File: src/rtl/acr1_pkg.sv
package acr1_pkg;
	localparam int W = 12;
	localparam int CRW = 10;
	localparam logic [1:0] SEL_CR1 = 2'h1;
	localparam logic [1:0] SEL_CR0 = 2'h0;
	localparam int B_SRST = 0;
	localparam int B_OVF = 1;
	localparam int B_TRIG = 2;
	localparam int B_TRIG_HI = 3;
	localparam int B_TYPE = 4;
	localparam int B_POL = 5;
	localparam int B_RW = 6;
	localparam int B_FMT = 7;
	localparam int B_ZERO = 8;
	localparam int B_RBK = 9;
	localparam int B0_SCAN = 7;
	localparam logic [9:0] CR0_RST = 10'h020;
	localparam logic [9:0] CR1_RST = 10'h030;
	localparam logic [2:0] START_CNT = 3'h5;
	localparam logic [11:0] MID = 12'h800;
	localparam logic [11:0] OFS_RST = 12'h000;
	localparam logic [11:0] DOUT_RST = 12'h000;
	localparam logic AV_RST = 1'b0;
	localparam logic [16:0] SYNC_RST = 17'h0000d;
	localparam int S_CS0 = 0;
	localparam int S_CS1 = 1;
	localparam int S_RD = 2;
	localparam int S_WR = 3;
	localparam int S_CONV = 4;
	localparam int S_DAT = 5;
	localparam logic [4:0] TL1_0 = 5'h01;
	localparam logic [4:0] TL1_1 = 5'h04;
	localparam logic [4:0] TL1_2 = 5'h08;
	localparam logic [4:0] TL1_3 = 5'h0e;
	localparam logic [4:0] TL2_0 = 5'h02;
	localparam logic [4:0] TL2_1 = 5'h04;
	localparam logic [4:0] TL2_2 = 5'h08;
	localparam logic [4:0] TL2_3 = 5'h0c;

	typedef enum logic [0:0] {
		CAL_IDLE = 1'b0,
		CAL_WAIT = 1'b1
	} acr1_cal_t;

	function automatic logic [4:0] acr1_thr(input logic [1:0] code,
		input logic two);
		logic [4:0] t;
		t = TL1_0;
		unique case (code)
			2'h0: t = two ? TL2_0 : TL1_0;
			2'h1: t = two ? TL2_1 : TL1_1;
			2'h2: t = two ? TL2_2 : TL1_2;
			2'h3: t = two ? TL2_3 : TL1_3;
		endcase
		return t;
	endfunction
endpackage

File: src/rtl/acr1_avail.sv
`timescale 1ns/1ps
module acr1_avail (
	// Clock, reset, enable
	input wire logic clk_sys,
	input wire logic rst_b,
	input wire logic clk_en,
	// Control
	input wire logic clear,
	input wire logic pulse_mode,
	input wire logic active_high,
	input wire logic [4:0] thr,
	// FIFO and conversion clock
	input wire logic [4:0] fifo_level,
	input wire logic read_pulse,
	input wire logic conv_level,
	input wire logic conv_rise,
	// Output pin
	output logic data_available_out
);
	logic armed_r, armed_nxt, act_r, act_nxt, out_r, out_nxt;
	logic [4:0] reads_r, reads_nxt;
	logic trig;

	assign trig = armed_r && (fifo_level >= thr);
	assign data_available_out = out_r;

	always_comb begin
		armed_nxt = armed_r;
		act_nxt = act_r;
		reads_nxt = reads_r;
		// Rearm after a full threshold of reads, or at once on clear
		if (!armed_r && read_pulse) begin
			reads_nxt = reads_r + 5'h1;
			if (!pulse_mode) begin
				act_nxt = 1'b0;
			end
			if (reads_nxt == thr) begin
				armed_nxt = 1'b1;
				reads_nxt = 5'h00;
			end
		end
		if (pulse_mode && !conv_level) begin
			act_nxt = 1'b0;
		end
		if (trig && (!pulse_mode || conv_rise)) begin
			act_nxt = 1'b1;
			armed_nxt = 1'b0;
			reads_nxt = 5'h00;
		end
		if (clear) begin
			armed_nxt = 1'b1;
			act_nxt = 1'b0;
			reads_nxt = 5'h00;
		end
		out_nxt = (act_nxt == active_high);
	end

	always_ff @(posedge clk_sys) begin
		if (!rst_b) begin
			armed_r <= 1'b1;
			act_r <= 1'b0;
			reads_r <= 5'h00;
			out_r <= acr1_pkg::AV_RST;
		end else if (clk_en) begin
			armed_r <= armed_nxt;
			act_r <= act_nxt;
			reads_r <= reads_nxt;
			out_r <= out_nxt;
		end
	end
endmodule

File: src/rtl/acr1_top.sv
`timescale 1ns/1ps
// Summary of operation
// - Soft reset bit restores both control registers
// - Soft reset also clears FIFO and offset
// - First sample enters FIFO on the fifth conversion clock rise after reset
// - Read bit 1 reports sticky FIFO overflow
// - Reading this register clears the overflow
// - Write bit 1 flushes the FIFO
// - Bits 2-3 set FIFO trigger threshold
// - Bit 4 selects level or pulse output
// - Bit 5 selects output active level
// - Bit 6 makes write pin combined strobe
// - Combined line high reads, low writes
// - Bit 6 clear: separate read and write strobes
// - Bit 7 selects twos complement or binary
// - Bit 8 converts zero input, stores offset
// - Stored offset subtracted from every result
// - Bit 9 enables control register readback
// - Readback returns register 0, then register 1
// - Threshold codes map per channel count
// - Level drops on first read, rearms later
// - Pulse lasts half a conversion clock
module acr1_top (
	// Clock, reset, enable
	input wire logic clk_sys,
	input wire logic rst_b,
	input wire logic clk_en,
	// Processor bus pins
	input wire logic chip_select_low_n,
	input wire logic chip_select_high,
	input wire logic read_strobe_n,
	input wire logic write_strobe_n,
	input wire logic [acr1_pkg::W-1:0] bus_data_in,
	output logic [acr1_pkg::W-1:0] bus_data_out,
	output logic bus_data_oe,
	// Conversion core
	input wire logic conversion_clock_in,
	input wire logic [acr1_pkg::W-1:0] adc_sample_in,
	output logic force_zero_out,
	// FIFO
	input wire logic [4:0] fifo_level_in,
	input wire logic fifo_overflow_in,
	input wire logic [acr1_pkg::W-1:0] fifo_data_in,
	output logic fifo_wr_out,
	output logic [acr1_pkg::W-1:0] fifo_wdata_out,
	output logic fifo_rd_out,
	output logic fifo_flush_out,
	// Configuration and data available
	output logic [acr1_pkg::CRW-1:0] cr0_out,
	output logic data_available_out
);
	logic [16:0] sync1_r, sync1_nxt, sync2_r, sync2_nxt;
	logic s_cs0n, s_cs1, s_rdn, s_wrn, s_conv;
	logic [acr1_pkg::W-1:0] s_data;
	logic cs_act, rd_int, wr_int, rd_rise, wr_fall, is_cr1;
	logic soft_rst, cal_go, rbk, conv_rise;
	logic [4:0] thr;
	logic [acr1_pkg::W-1:0] corr;

	logic rd_d_r, rd_d_nxt, wr_d_r, wr_d_nxt;
	logic [acr1_pkg::CRW-1:0] cr0_r, cr0_nxt, cr1_r, cr1_nxt;
	logic ovf_r, ovf_nxt, idx_r, idx_nxt;
	logic frd_r, frd_nxt, flush_r, flush_nxt;
	logic [acr1_pkg::W-1:0] dout_r, dout_nxt;

	acr1_pkg::acr1_cal_t cal_r, cal_nxt;
	logic [acr1_pkg::W-1:0] ofs_r, ofs_nxt, fwd_r, fwd_nxt;
	logic [2:0] cnt_r, cnt_nxt;
	logic conv_d_r, conv_d_nxt, fwr_r, fwr_nxt;

	// Pin synchronisers, data included: bus is far slower than clk_sys
	always_comb begin
		sync1_nxt = {bus_data_in, conversion_clock_in, write_strobe_n,
			read_strobe_n, chip_select_high, chip_select_low_n};
		sync2_nxt = sync1_r;
	end

	always_ff @(posedge clk_sys) begin
		if (!rst_b) begin
			sync1_r <= acr1_pkg::SYNC_RST;
			sync2_r <= acr1_pkg::SYNC_RST;
		end else if (clk_en) begin
			sync1_r <= sync1_nxt;
			sync2_r <= sync2_nxt;
		end
	end

	assign s_cs0n = sync2_r[acr1_pkg::S_CS0];
	assign s_cs1 = sync2_r[acr1_pkg::S_CS1];
	assign s_rdn = sync2_r[acr1_pkg::S_RD];
	assign s_wrn = sync2_r[acr1_pkg::S_WR];
	assign s_conv = sync2_r[acr1_pkg::S_CONV];
	assign s_data = sync2_r[acr1_pkg::S_DAT +: acr1_pkg::W];

	// Strobe decode
	assign cs_act = !s_cs0n && s_cs1;
	assign rd_int = cs_act && (cr1_r[acr1_pkg::B_RW] ? s_wrn
		: (!s_rdn && s_wrn));
	assign wr_int = cs_act && (cr1_r[acr1_pkg::B_RW] ? !s_wrn
		: (!s_wrn && s_rdn));
	assign rd_rise = rd_int && !rd_d_r;
	assign wr_fall = wr_d_r && !wr_int;
	assign is_cr1 = s_data[11:10] == acr1_pkg::SEL_CR1;
	assign soft_rst = wr_fall && is_cr1 && s_data[acr1_pkg::B_SRST];
	assign cal_go = wr_fall && is_cr1 && s_data[acr1_pkg::B_ZERO];
	assign rbk = cr1_r[acr1_pkg::B_RBK];
	assign conv_rise = s_conv && !conv_d_r;
	assign thr = acr1_pkg::acr1_thr(cr1_r[acr1_pkg::B_TRIG_HI:acr1_pkg::B_TRIG],
		cr0_r[acr1_pkg::B0_SCAN]);

	// Register bank; written word is taken when the write strobe ends
	always_comb begin
		rd_d_nxt = rd_int;
		wr_d_nxt = wr_int;
		cr0_nxt = cr0_r;
		cr1_nxt = cr1_r;
		ovf_nxt = ovf_r;
		idx_nxt = idx_r;
		dout_nxt = dout_r;
		frd_nxt = 1'b0;
		flush_nxt = 1'b0;
		if (rd_rise) begin
			if (rbk) begin
				if (!idx_r) begin
					dout_nxt = {acr1_pkg::SEL_CR0, cr0_r};
				end else begin
					dout_nxt = {acr1_pkg::SEL_CR1, cr1_r[9:2], ovf_r, 1'b0};
					ovf_nxt = 1'b0;
				end
				idx_nxt = !idx_r;
			end else begin
				dout_nxt = fifo_data_in;
				frd_nxt = 1'b1;
			end
		end
		if (fifo_overflow_in) begin
			ovf_nxt = 1'b1;
		end
		if (wr_fall) begin
			if (is_cr1) begin
				cr1_nxt = {s_data[9:2], 2'h0};
				if (s_data[acr1_pkg::B_RBK]) begin
					idx_nxt = 1'b0;
				end
				if (s_data[acr1_pkg::B_OVF]) begin
					flush_nxt = 1'b1;
				end
			end else begin
				cr0_nxt = s_data[9:0];
			end
		end
		if (soft_rst) begin
			cr0_nxt = acr1_pkg::CR0_RST;
			cr1_nxt = acr1_pkg::CR1_RST;
			ovf_nxt = 1'b0;
			idx_nxt = 1'b0;
			flush_nxt = 1'b1;
		end
	end

	always_ff @(posedge clk_sys) begin
		if (!rst_b) begin
			rd_d_r <= 1'b0;
			wr_d_r <= 1'b0;
			cr0_r <= acr1_pkg::CR0_RST;
			cr1_r <= acr1_pkg::CR1_RST;
			ovf_r <= 1'b0;
			idx_r <= 1'b0;
			dout_r <= acr1_pkg::DOUT_RST;
			frd_r <= 1'b0;
			flush_r <= 1'b0;
		end else if (clk_en) begin
			rd_d_r <= rd_d_nxt;
			wr_d_r <= wr_d_nxt;
			cr0_r <= cr0_nxt;
			cr1_r <= cr1_nxt;
			ovf_r <= ovf_nxt;
			idx_r <= idx_nxt;
			dout_r <= dout_nxt;
			frd_r <= frd_nxt;
			flush_r <= flush_nxt;
		end
	end

	// Conversion path; offset assumes core latency is already aligned
	assign corr = adc_sample_in - ofs_r;

	always_comb begin
		cal_nxt = cal_r;
		ofs_nxt = ofs_r;
		cnt_nxt = cnt_r;
		conv_d_nxt = s_conv;
		fwr_nxt = 1'b0;
		fwd_nxt = fwd_r;
		if (conv_rise && cnt_r != 3'h0) begin
			cnt_nxt = cnt_r - 3'h1;
		end
		unique case (cal_r)
			acr1_pkg::CAL_WAIT: begin
				if (conv_rise) begin
					ofs_nxt = adc_sample_in - acr1_pkg::MID;
					cal_nxt = acr1_pkg::CAL_IDLE;
				end
			end
			acr1_pkg::CAL_IDLE: begin
				if (conv_rise && cnt_r <= 3'h1) begin
					fwr_nxt = 1'b1;
					fwd_nxt = cr1_r[acr1_pkg::B_FMT] ? corr
						: corr ^ acr1_pkg::MID;
				end
			end
		endcase
		if (cal_go) begin
			cal_nxt = acr1_pkg::CAL_WAIT;
		end
		if (soft_rst) begin
			cal_nxt = acr1_pkg::CAL_IDLE;
			ofs_nxt = acr1_pkg::OFS_RST;
			cnt_nxt = acr1_pkg::START_CNT;
			fwr_nxt = 1'b0;
		end
	end

	always_ff @(posedge clk_sys) begin
		if (!rst_b) begin
			cal_r <= acr1_pkg::CAL_IDLE;
			ofs_r <= acr1_pkg::OFS_RST;
			cnt_r <= acr1_pkg::START_CNT;
			conv_d_r <= 1'b0;
			fwr_r <= 1'b0;
			fwd_r <= acr1_pkg::DOUT_RST;
		end else if (clk_en) begin
			cal_r <= cal_nxt;
			ofs_r <= ofs_nxt;
			cnt_r <= cnt_nxt;
			conv_d_r <= conv_d_nxt;
			fwr_r <= fwr_nxt;
			fwd_r <= fwd_nxt;
		end
	end

	acr1_avail u_avail (
		.clk_sys(clk_sys),
		.rst_b(rst_b),
		.clk_en(clk_en),
		.clear(flush_r),
		.pulse_mode(cr1_r[acr1_pkg::B_TYPE]),
		.active_high(cr1_r[acr1_pkg::B_POL]),
		.thr(thr),
		.fifo_level(fifo_level_in),
		.read_pulse(frd_r),
		.conv_level(s_conv),
		.conv_rise(conv_rise),
		.data_available_out(data_available_out)
	);

	// Drive only once the word is loaded, never stale data
	assign bus_data_oe = rd_int && rd_d_r;
	assign bus_data_out = dout_r;
	assign force_zero_out = cal_r == acr1_pkg::CAL_WAIT;
	assign fifo_wr_out = fwr_r;
	assign fifo_wdata_out = fwd_r;
	assign fifo_rd_out = frd_r;
	assign fifo_flush_out = flush_r;
	assign cr0_out = cr0_r;
endmodule
File: config.mk
export PLATFORM = sky130hd
export DESIGN_NAME = acr1_top
export DESIGN_NICKNAME = d
export VERILOG_FILES = /design/src/rtl/acr1_pkg.sv /design/src/rtl/acr1_avail.sv /design/src/rtl/acr1_top.sv
export SDC_FILE = /design/constraint.sdc
export NUM_CORES = 1
export LEC_CHECK = 0
export ABC_AREA = 0
export BUFFER_PORTS_ARGS = -buffer_cell sky130_fd_sc_hd__clkbuf_2
export CAP_MARGIN = 20
export CORE_ASPECT_RATIO = 0.7
export CORE_UTILIZATION = 56
export DETAILED_ROUTE_END_ITERATION = 10
export MAX_ROUTING_LAYER = met4
export PLACE_DENSITY = 0.8
export SYNTH_ARGS = -nofsm -noshare
export SYNTH_HDL_FRONTEND = slang
export SYNTH_HIERARCHICAL = 1
export SYNTH_SLANG_ARGS = --single-unit
File: constraint.sdc
create_clock -name clk_sys -period 2.8 [get_ports clk_sys]
set_input_delay 0.28 -clock clk_sys [delete_from_list [all_inputs] [get_ports clk_sys]]
set_output_delay 0.28 -clock clk_sys [all_outputs]
set_load 0.005 [all_outputs]
# [Word level (Yosys, flattened, before mapping)]
# Cells that the tools add are included.
[totals] mem_count=0 input_bits=50 romBits=0 regBits=110 ramBits=0 latch_bits=0 word_cells=142
[op_classes] muxes=56 div_mod_pow=0 shift=0 multipliers=0 bitwise_logic=2 reduce_logical=50 eq_ne=7 add_sub_neg=4 order_cmp=2
[ops] operator="10-bit two-way mux" count=6
[ops] operator="12-bit two-way mux" count=5
[ops] operator="1-bit two-way mux" count=35
[ops] operator="5-bit two-way mux" count=4
[ops] operator="5-bit case mux with 4 select lines" count=1
[ops] operator="1-bit logical AND" count=18
[ops] operator="3-bit nonzero test" count=6
[ops] operator="3-bit AND reduction" count=5
[ops] operator="12-bit subtractor" count=1
[ops] operator="12-bit subtractor, second input constant" count=1
[ops] operator="11-bit two-way mux" count=1
[ops] operator="1-bit logical NOT" count=10
[ops] operator="2-bit nonzero test" count=5
[ops] operator="3-bit two-way mux" count=2
[ops] operator="2-bit AND reduction" count=3
[ops] operator="5-bit by 1-bit adder with 5-bit output, second input constant" count=1
[ops] operator="5-bit equality test" count=1
[ops] operator="5-bit greater-or-equal comparator" count=1
[ops] operator="2-bit by 1-bit equality test with 1-bit output, second input constant" count=2
[ops] operator="2-bit equality test, second input constant" count=2
[ops] operator="2-bit two-way mux" count=2
[ops] operator="4-bit AND reduction" count=1
[ops] operator="3-bit by 1-bit less-or-equal comparator with 1-bit output, second input constant" count=1
[ops] operator="3-bit by 1-bit subtractor with 3-bit output, second input constant" count=1
[ops] operator="other kinds (5)" count=6

# [Depth between registers and ports, before layout]
[logic_depth] depth_word=10 ltp_mapped=10 ltp_nobuf=10

# [Cells and area by module]
# The synthesis kept the hierarchy.
[by_module_without_submodules] module="acr1_top" cells_per_inst=493 n_inst=1 area_per_inst_um2=4483.0
[by_module_without_submodules] module="acr1_avail" cells_per_inst=77 n_inst=1 area_per_inst_um2=664.4

# [Least setup slack after synthesis]
# No wires, ideal clock.
[synth_path] kind="reg2reg" startpoint="register cr1_r[3] (netlist name)" endpoint="register u_avail.out_r (netlist: u_avail/data_available_out)" stages_incl_launch_ff=10 synth_period_minus_slack_ns=1.979 t_required_ns=2.738 slack_ns=0.821 arrival_time_ns=1.917 cell_sequence="dfxtp_1 > nand2_1 > o21ai_0 > inv_1 > ha_1 > a21o_1 > a31oi_1 > o211ai_1 > or4b_1 > nand3_1"
[synth_via] elab_chain_cells=8 elab_cells_between_ends=11 classes_between="1 x order compare; 4 x eq/ne; 3 x mux; 3 x reduce/logical"
[synth_lines] item="from (decl)" line="acr1_top.sv:61" source="logic [acr1_pkg::CRW-1:0] cr0_r, cr0_nxt, cr1_r, cr1_nxt;"
[synth_lines] item="from (signal assigned)" line="acr1_top.sv:166" source="cr1_r <= acr1_pkg::CR1_RST;"
[synth_lines] item="from (signal assigned)" line="acr1_top.sv:176" source="cr1_r <= cr1_nxt;"
[synth_lines] item="2-bit equality test, or another cell as far along" line="acr1_pkg.sv:49" source="unique case (code)"
[synth_lines] item="5-bit case mux with 4 select lines (*)" line="acr1_pkg.sv:49"
[synth_lines] item="via thr[1]" line="acr1_top.sv:57" source="logic [4:0] thr;"
[synth_lines] item="5-bit greater-or-equal comparator (*)" line="acr1_avail.sv:24" source="assign trig = armed_r && (fifo_level >= thr);"
[synth_lines] item="1-bit logical AND (*)" line="acr1_avail.sv:24"
[synth_lines] item="1-bit logical AND (*)" line="acr1_avail.sv:45" source="if (trig && (!pulse_mode || conv_rise)) begin"
[synth_lines] item="1-bit two-way mux (*)" line="acr1_avail.sv:45"
[synth_lines] item="1-bit two-way mux (*)" line="acr1_avail.sv:50" source="if (clear) begin"
[synth_lines] item="1-bit equality test (*)" line="acr1_avail.sv:55" source="out_nxt = (act_nxt == active_high);"
[synth_lines] item="to (signal assigned)" line="acr1_avail.sv:63" source="out_r <= acr1_pkg::AV_RST;"
[synth_lines] item="to (signal assigned)" line="acr1_avail.sv:68" source="out_r <= out_nxt;"
[synth_lines] item="to (decl)" line="acr1_avail.sv:20" source="logic armed_r, armed_nxt, act_r, act_nxt, out_r, out_nxt;"
# Mark *: on every way through the listed nets, which the timed path passes. The rest lies on a longest branch. The select of a mux whose other input is x is not followed.
# A chain may end at the register's enable or synchronous reset.

# [Final worst setup path]
[layout_path] startpoint="register cr1_r[2] (netlist name)" endpoint="register u_avail.reads_r[0]"
[layout_via] elab_chain_cells=7 elab_cells_between_ends=15 classes_between="1 x order compare; 4 x eq/ne; 5 x mux; 5 x reduce/logical"
[layout_lines] item="2-bit equality test, or another cell as far along" line="acr1_pkg.sv:49"
[layout_lines] item="5-bit case mux with 4 select lines (*)" line="acr1_pkg.sv:49"
[layout_lines] item="via thr[1]" line="acr1_top.sv:57"
[layout_lines] item="5-bit greater-or-equal comparator or 5-bit equality test (tied branches)" line="acr1_avail.sv:24, acr1_avail.sv:37"
[layout_lines] item="1-bit logical AND or 5-bit two-way mux (tied branches)" line="acr1_avail.sv:24, acr1_avail.sv:37"
[layout_lines] item="1-bit logical AND or 5-bit two-way mux (tied branches)" line="acr1_avail.sv:45, acr1_avail.sv:32"
[layout_lines] item="3-bit nonzero test (no line) or 5-bit two-way mux (tied branches)"
[layout_lines] item="2-bit AND reduction (no line) or 5-bit two-way mux (tied branches)"
[layout_lines] item="to (signal assigned)" line="acr1_avail.sv:67" source="reads_r <= reads_nxt;"
[layout_lines] item="to (decl)" line="acr1_avail.sv:21" source="logic [4:0] reads_r, reads_nxt;"
# Marks and branches as above.

==> flow_metrics.py <==
metrics = {
    "final_layout": {
        "fillers": 702,
        "area_delta_synth_final_pct": 15.8,
        "final_nets": 717,
        "drive_above_1_share": 0.189,
        "final_core_util": 0.686,
        "antennaDiodeCount": 0,
        "final_cell_area_um2": 5960,
        "fin_cells": 770,
    },
    "routing": {
        "via_count": 4397,
        "drtIter0Drc": 381,
        "wl_per_cell_um": 15.4,
        "detail_route.first_pass.iterations": 5,
        "vias_per_cell": 5.71,
        "routed_wirelength_um": 11900,
        "drc_errors": 0,
        "drtAntennaViolNets": 0,
    },
    "setup_path": {
        "cp.arrival_ns": 2.72,
        "start_kind": "flip-flop",
        "timing.rr.start": "cr1_r[2]$_SDFFE_PN0P_",
        "endpoint_kind": "flip-flop",
        "cp_max_fo": 10,
        "reg2reg_depth": 9,
        "critPathBufInv": 1,
        "critPathKind": "reg2reg",
        "critPathSlowestCell": "dfxtp_1",
        "slowest_delay_ns": 0.51,
        "path_cells": "nand2_1 > o21ai_0 > inv_1 > ha_1 > a21o_1 > a31oi_1 > o21ai_0 > o32ai_2 > mux2_2",
        "path_delay_family": "compound AO/OA/AOI/OAI gates",
        "worstPathRequired_ns": 3.08,
        "crit_top_cell": "o21ai_0",
        "reg2reg_slack_ns": 0.36,
        "regToRegEndpoint": "u_avail/reads_r[0]$_SDFFE_PN0P_",
    },
    "worst_hold_path": {
        "min_path_type": "in2reg",
        "whs_path_depth": 3,
        "min_to": "sync1_r[0]$_SDFFE_PN1P_",
        "hold_start": "chip_select_low_n",
    },
    "pwr": {
        "power_density_nw_per_um2": 532,
        "irDropWorstVdd_mv": 0.420,
        "leakagePower_nw": 2.49,
        "total_power_mw": 3.17,
    },
    "sta": {
        "relSlewSlack": 0.464,
        "setup_viol": 0,
        "slew_violations": 0,
        "rsz0062_at_grt": "no",
        "setup-tns-final_ns": 0,
        "worstMarginPinSlew_ns": 0.802,
        "finalHoldViolations": 0,
        "max_freq_mhz": 410,
        "fin_worst_skew_ns": 0.00862,
        "fin_crit_sh": 0.871,
        "period_minus_slack_ns": 2.44,
    },
    "die": {
        "die_w_um": 117,
        "rows": 28,
        "initial_utilization": 0.592,
        "die_h_um": 82.2,
        "dieArea_um2": 9590,
        "core-area_um2": 8690,
        "io_pins": 90,
    },
    "synthesis": {
        "syn_area_per_cell_um2": 9.03,
        "netlist_area_um2": 5150,
        "synth.area.top_cells": "dfxtp_1, mux2i_1, ha_1",
        "yosys.area_share.adder": 0.0525,
        "synth_most_common_cell": "dfxtp_1",
        "synth_cell_types": 65,
        "netlist.top_cell.by_area": "dfxtp_1",
        "ys_seq_area_frac": 0.420,
        "yosysWarningCount": 6,
        "synth_mux_area_frac": 0.0880,
        "async_flop_share": 0,
        "synthXorXnorAreaFrac": 0.0170,
        "syn_inst": 570,
        "yosys.area_share.simple": 0.177,
        "ys.flop_type": "dfxtp_1",
        "synth_top_family_by_area": "compound AO/OA/AOI/OAI gates",
        "ys_seq_elements": 108,
        "synth_compound_area_frac": 0.191,
        "synth_commonest_cells": "dfxtp_1, nand2_1, nor2_1",
        "synth_top_area_share": 0.420,
        "synth-edff-count": 0,
    },
    "placement": {
        "gp_congestion": 0.894,
        "place.port_buffers": 89,
        "place_inst": 755,
        "place_area_um2": 5640,
        "dpl.hpwl_um": 8630,
    },
    "clock_network": {
        "worstSkewPairLatency_ns": 0.34,
        "clockBufferDepth": 2,
        "postCtsSetupBuffers": 0,
        "clock-root-buffer": "clkbuf_16",
        "cts_resized": 0,
        "h-tree-depth": 3,
        "cts_hold_buf": 0,
        "cts_tree": "yes",
        "cts_buffers": 9,
        "path_clk_slew_ns": 0.07,
        "cts_sinks": 108,
    },
    "global_route": {
        "grt_pass1_vias": 3931,
        "grt_antenna_before_repair": 0,
        "grt_pass1_wl_um": 19200,
        "grtUsageTotal": 0.267,
        "grt-ovfl-total": 0,
        "grt_start_max_net_pins": 39,
    },
    "run": {
        "drv_cap": 0,
    },
    "outcome": {
        "outcome": "finished, final reports clean",
    },
}
-- state kept, by name, summed over array words and instances (netlist names), 3 cells and up --
register	flops
fifo_wdata_out	12
u_avail/reads_r	5
cr1_r	8
cnt_r	3
sync1_r	17
sync2_r	17
bus_data_out	12
ofs_r	12
cr0_out	10
-- tightest hold or removal path, delay by kind of cell --
kind                   cells  cell delay [ns]
buffers and inverters      1             0.07
and+or+nand+nor            1             0.06
muxes                      1             0.05
-- metal layers --
layer | vias to the layer above | track usage | share of wire
met5 | - | - | 0
met4 | 0 | 0.0570 | 0.0083
met3 | 10 | 0.0628 | 0.063
met2 | 153 | 0.390 | 0.42
met1 | 2046 | 0.375 | 0.50
li1 | 2188 | - | -
-- cell families after synthesis --
| group | after synthesis |
|---|---|
| multiplexers | 45 |
| flip-flops | 108 |
| adder cells (fa/ha/maj) | 21 |
| other | 1 |
| AO/OA/AOI/OAI | 133 |
| buffers and inverters | 63 |
| AND/OR/NAND/NOR | 189 |
| XOR/XNOR | 10 |
-- area by class of cell --
type                       instances  area, um^2  area share
clock buffer                      11         253      0.0424
clock inverter                     4        72.6      0.0122
inverter                          32         120      0.0201
multi-input combinational        400        2720       0.455
sequential                       108        2160       0.363
tap                              120         150      0.0252
timing repair buffer              95         490      0.0822
-- cells in the final DEF (no fill, tap or decap), types with 19 or more instances in the layout --
master    netlist  routed
ha_1           20      20
dfxtp_1       108     108
nor2_1         53      53
a21oi_1        33      33
inv_1          32      31
mux2i_1        43      43
nand2_1        58      58
nand3_1        22      22
a22o_1         19      19
clkbuf_2        0      89
-- power breakdown --
group          leakage (nW)  total, mW  switching [mW]  internal [mW]
clock                 0.158       1.36           0.534          0.826
sequential            0.875       1.58          0.0194           1.56
combinational          1.46      0.229           0.130         0.0993
total                  2.49       3.17           0.684           2.49
-- how the worst max path moves through the flow --
| stage | slack (ns) | cells past startpoint | from | to |
|---|---|---|---|---|
| floorplan | 0.82 | 9 | cr1_r[3]$_SDFFE_PN0P_ | u_avail/data_available_out$_SDFFE_PN0P_ |
| global placement | 0.50 | 9 | cr1_r[2]$_SDFFE_PN0P_ | u_avail/reads_r[0]$_SDFFE_PN0P_ |
| detailed placement | 0.44 | 9 | cr1_r[2]$_SDFFE_PN0P_ | u_avail/reads_r[0]$_SDFFE_PN0P_ |
| CTS | 0.38 | 9 | cr1_r[2]$_SDFFE_PN0P_ | u_avail/reads_r[0]$_SDFFE_PN0P_ |
| global route | 0.08 | 9 | cr1_r[2]$_SDFFE_PN0P_ | u_avail/reads_r[0]$_SDFFE_PN0P_ |
| finish | 0.36 | 9 | cr1_r[2]$_SDFFE_PN0P_ | u_avail/reads_r[0]$_SDFFE_PN0P_ |
-- per-stage QoR --
step	hold WS (ns)	worst slack, ns
after floorplan	0.379	0.821
after global placement	0.438	0.500
after detailed placement	0.445	0.436
after CTS	0.149	0.385
after global routing	0.158	0.0824
final	0.155	0.362
Power figures use the tool's default switching activity.
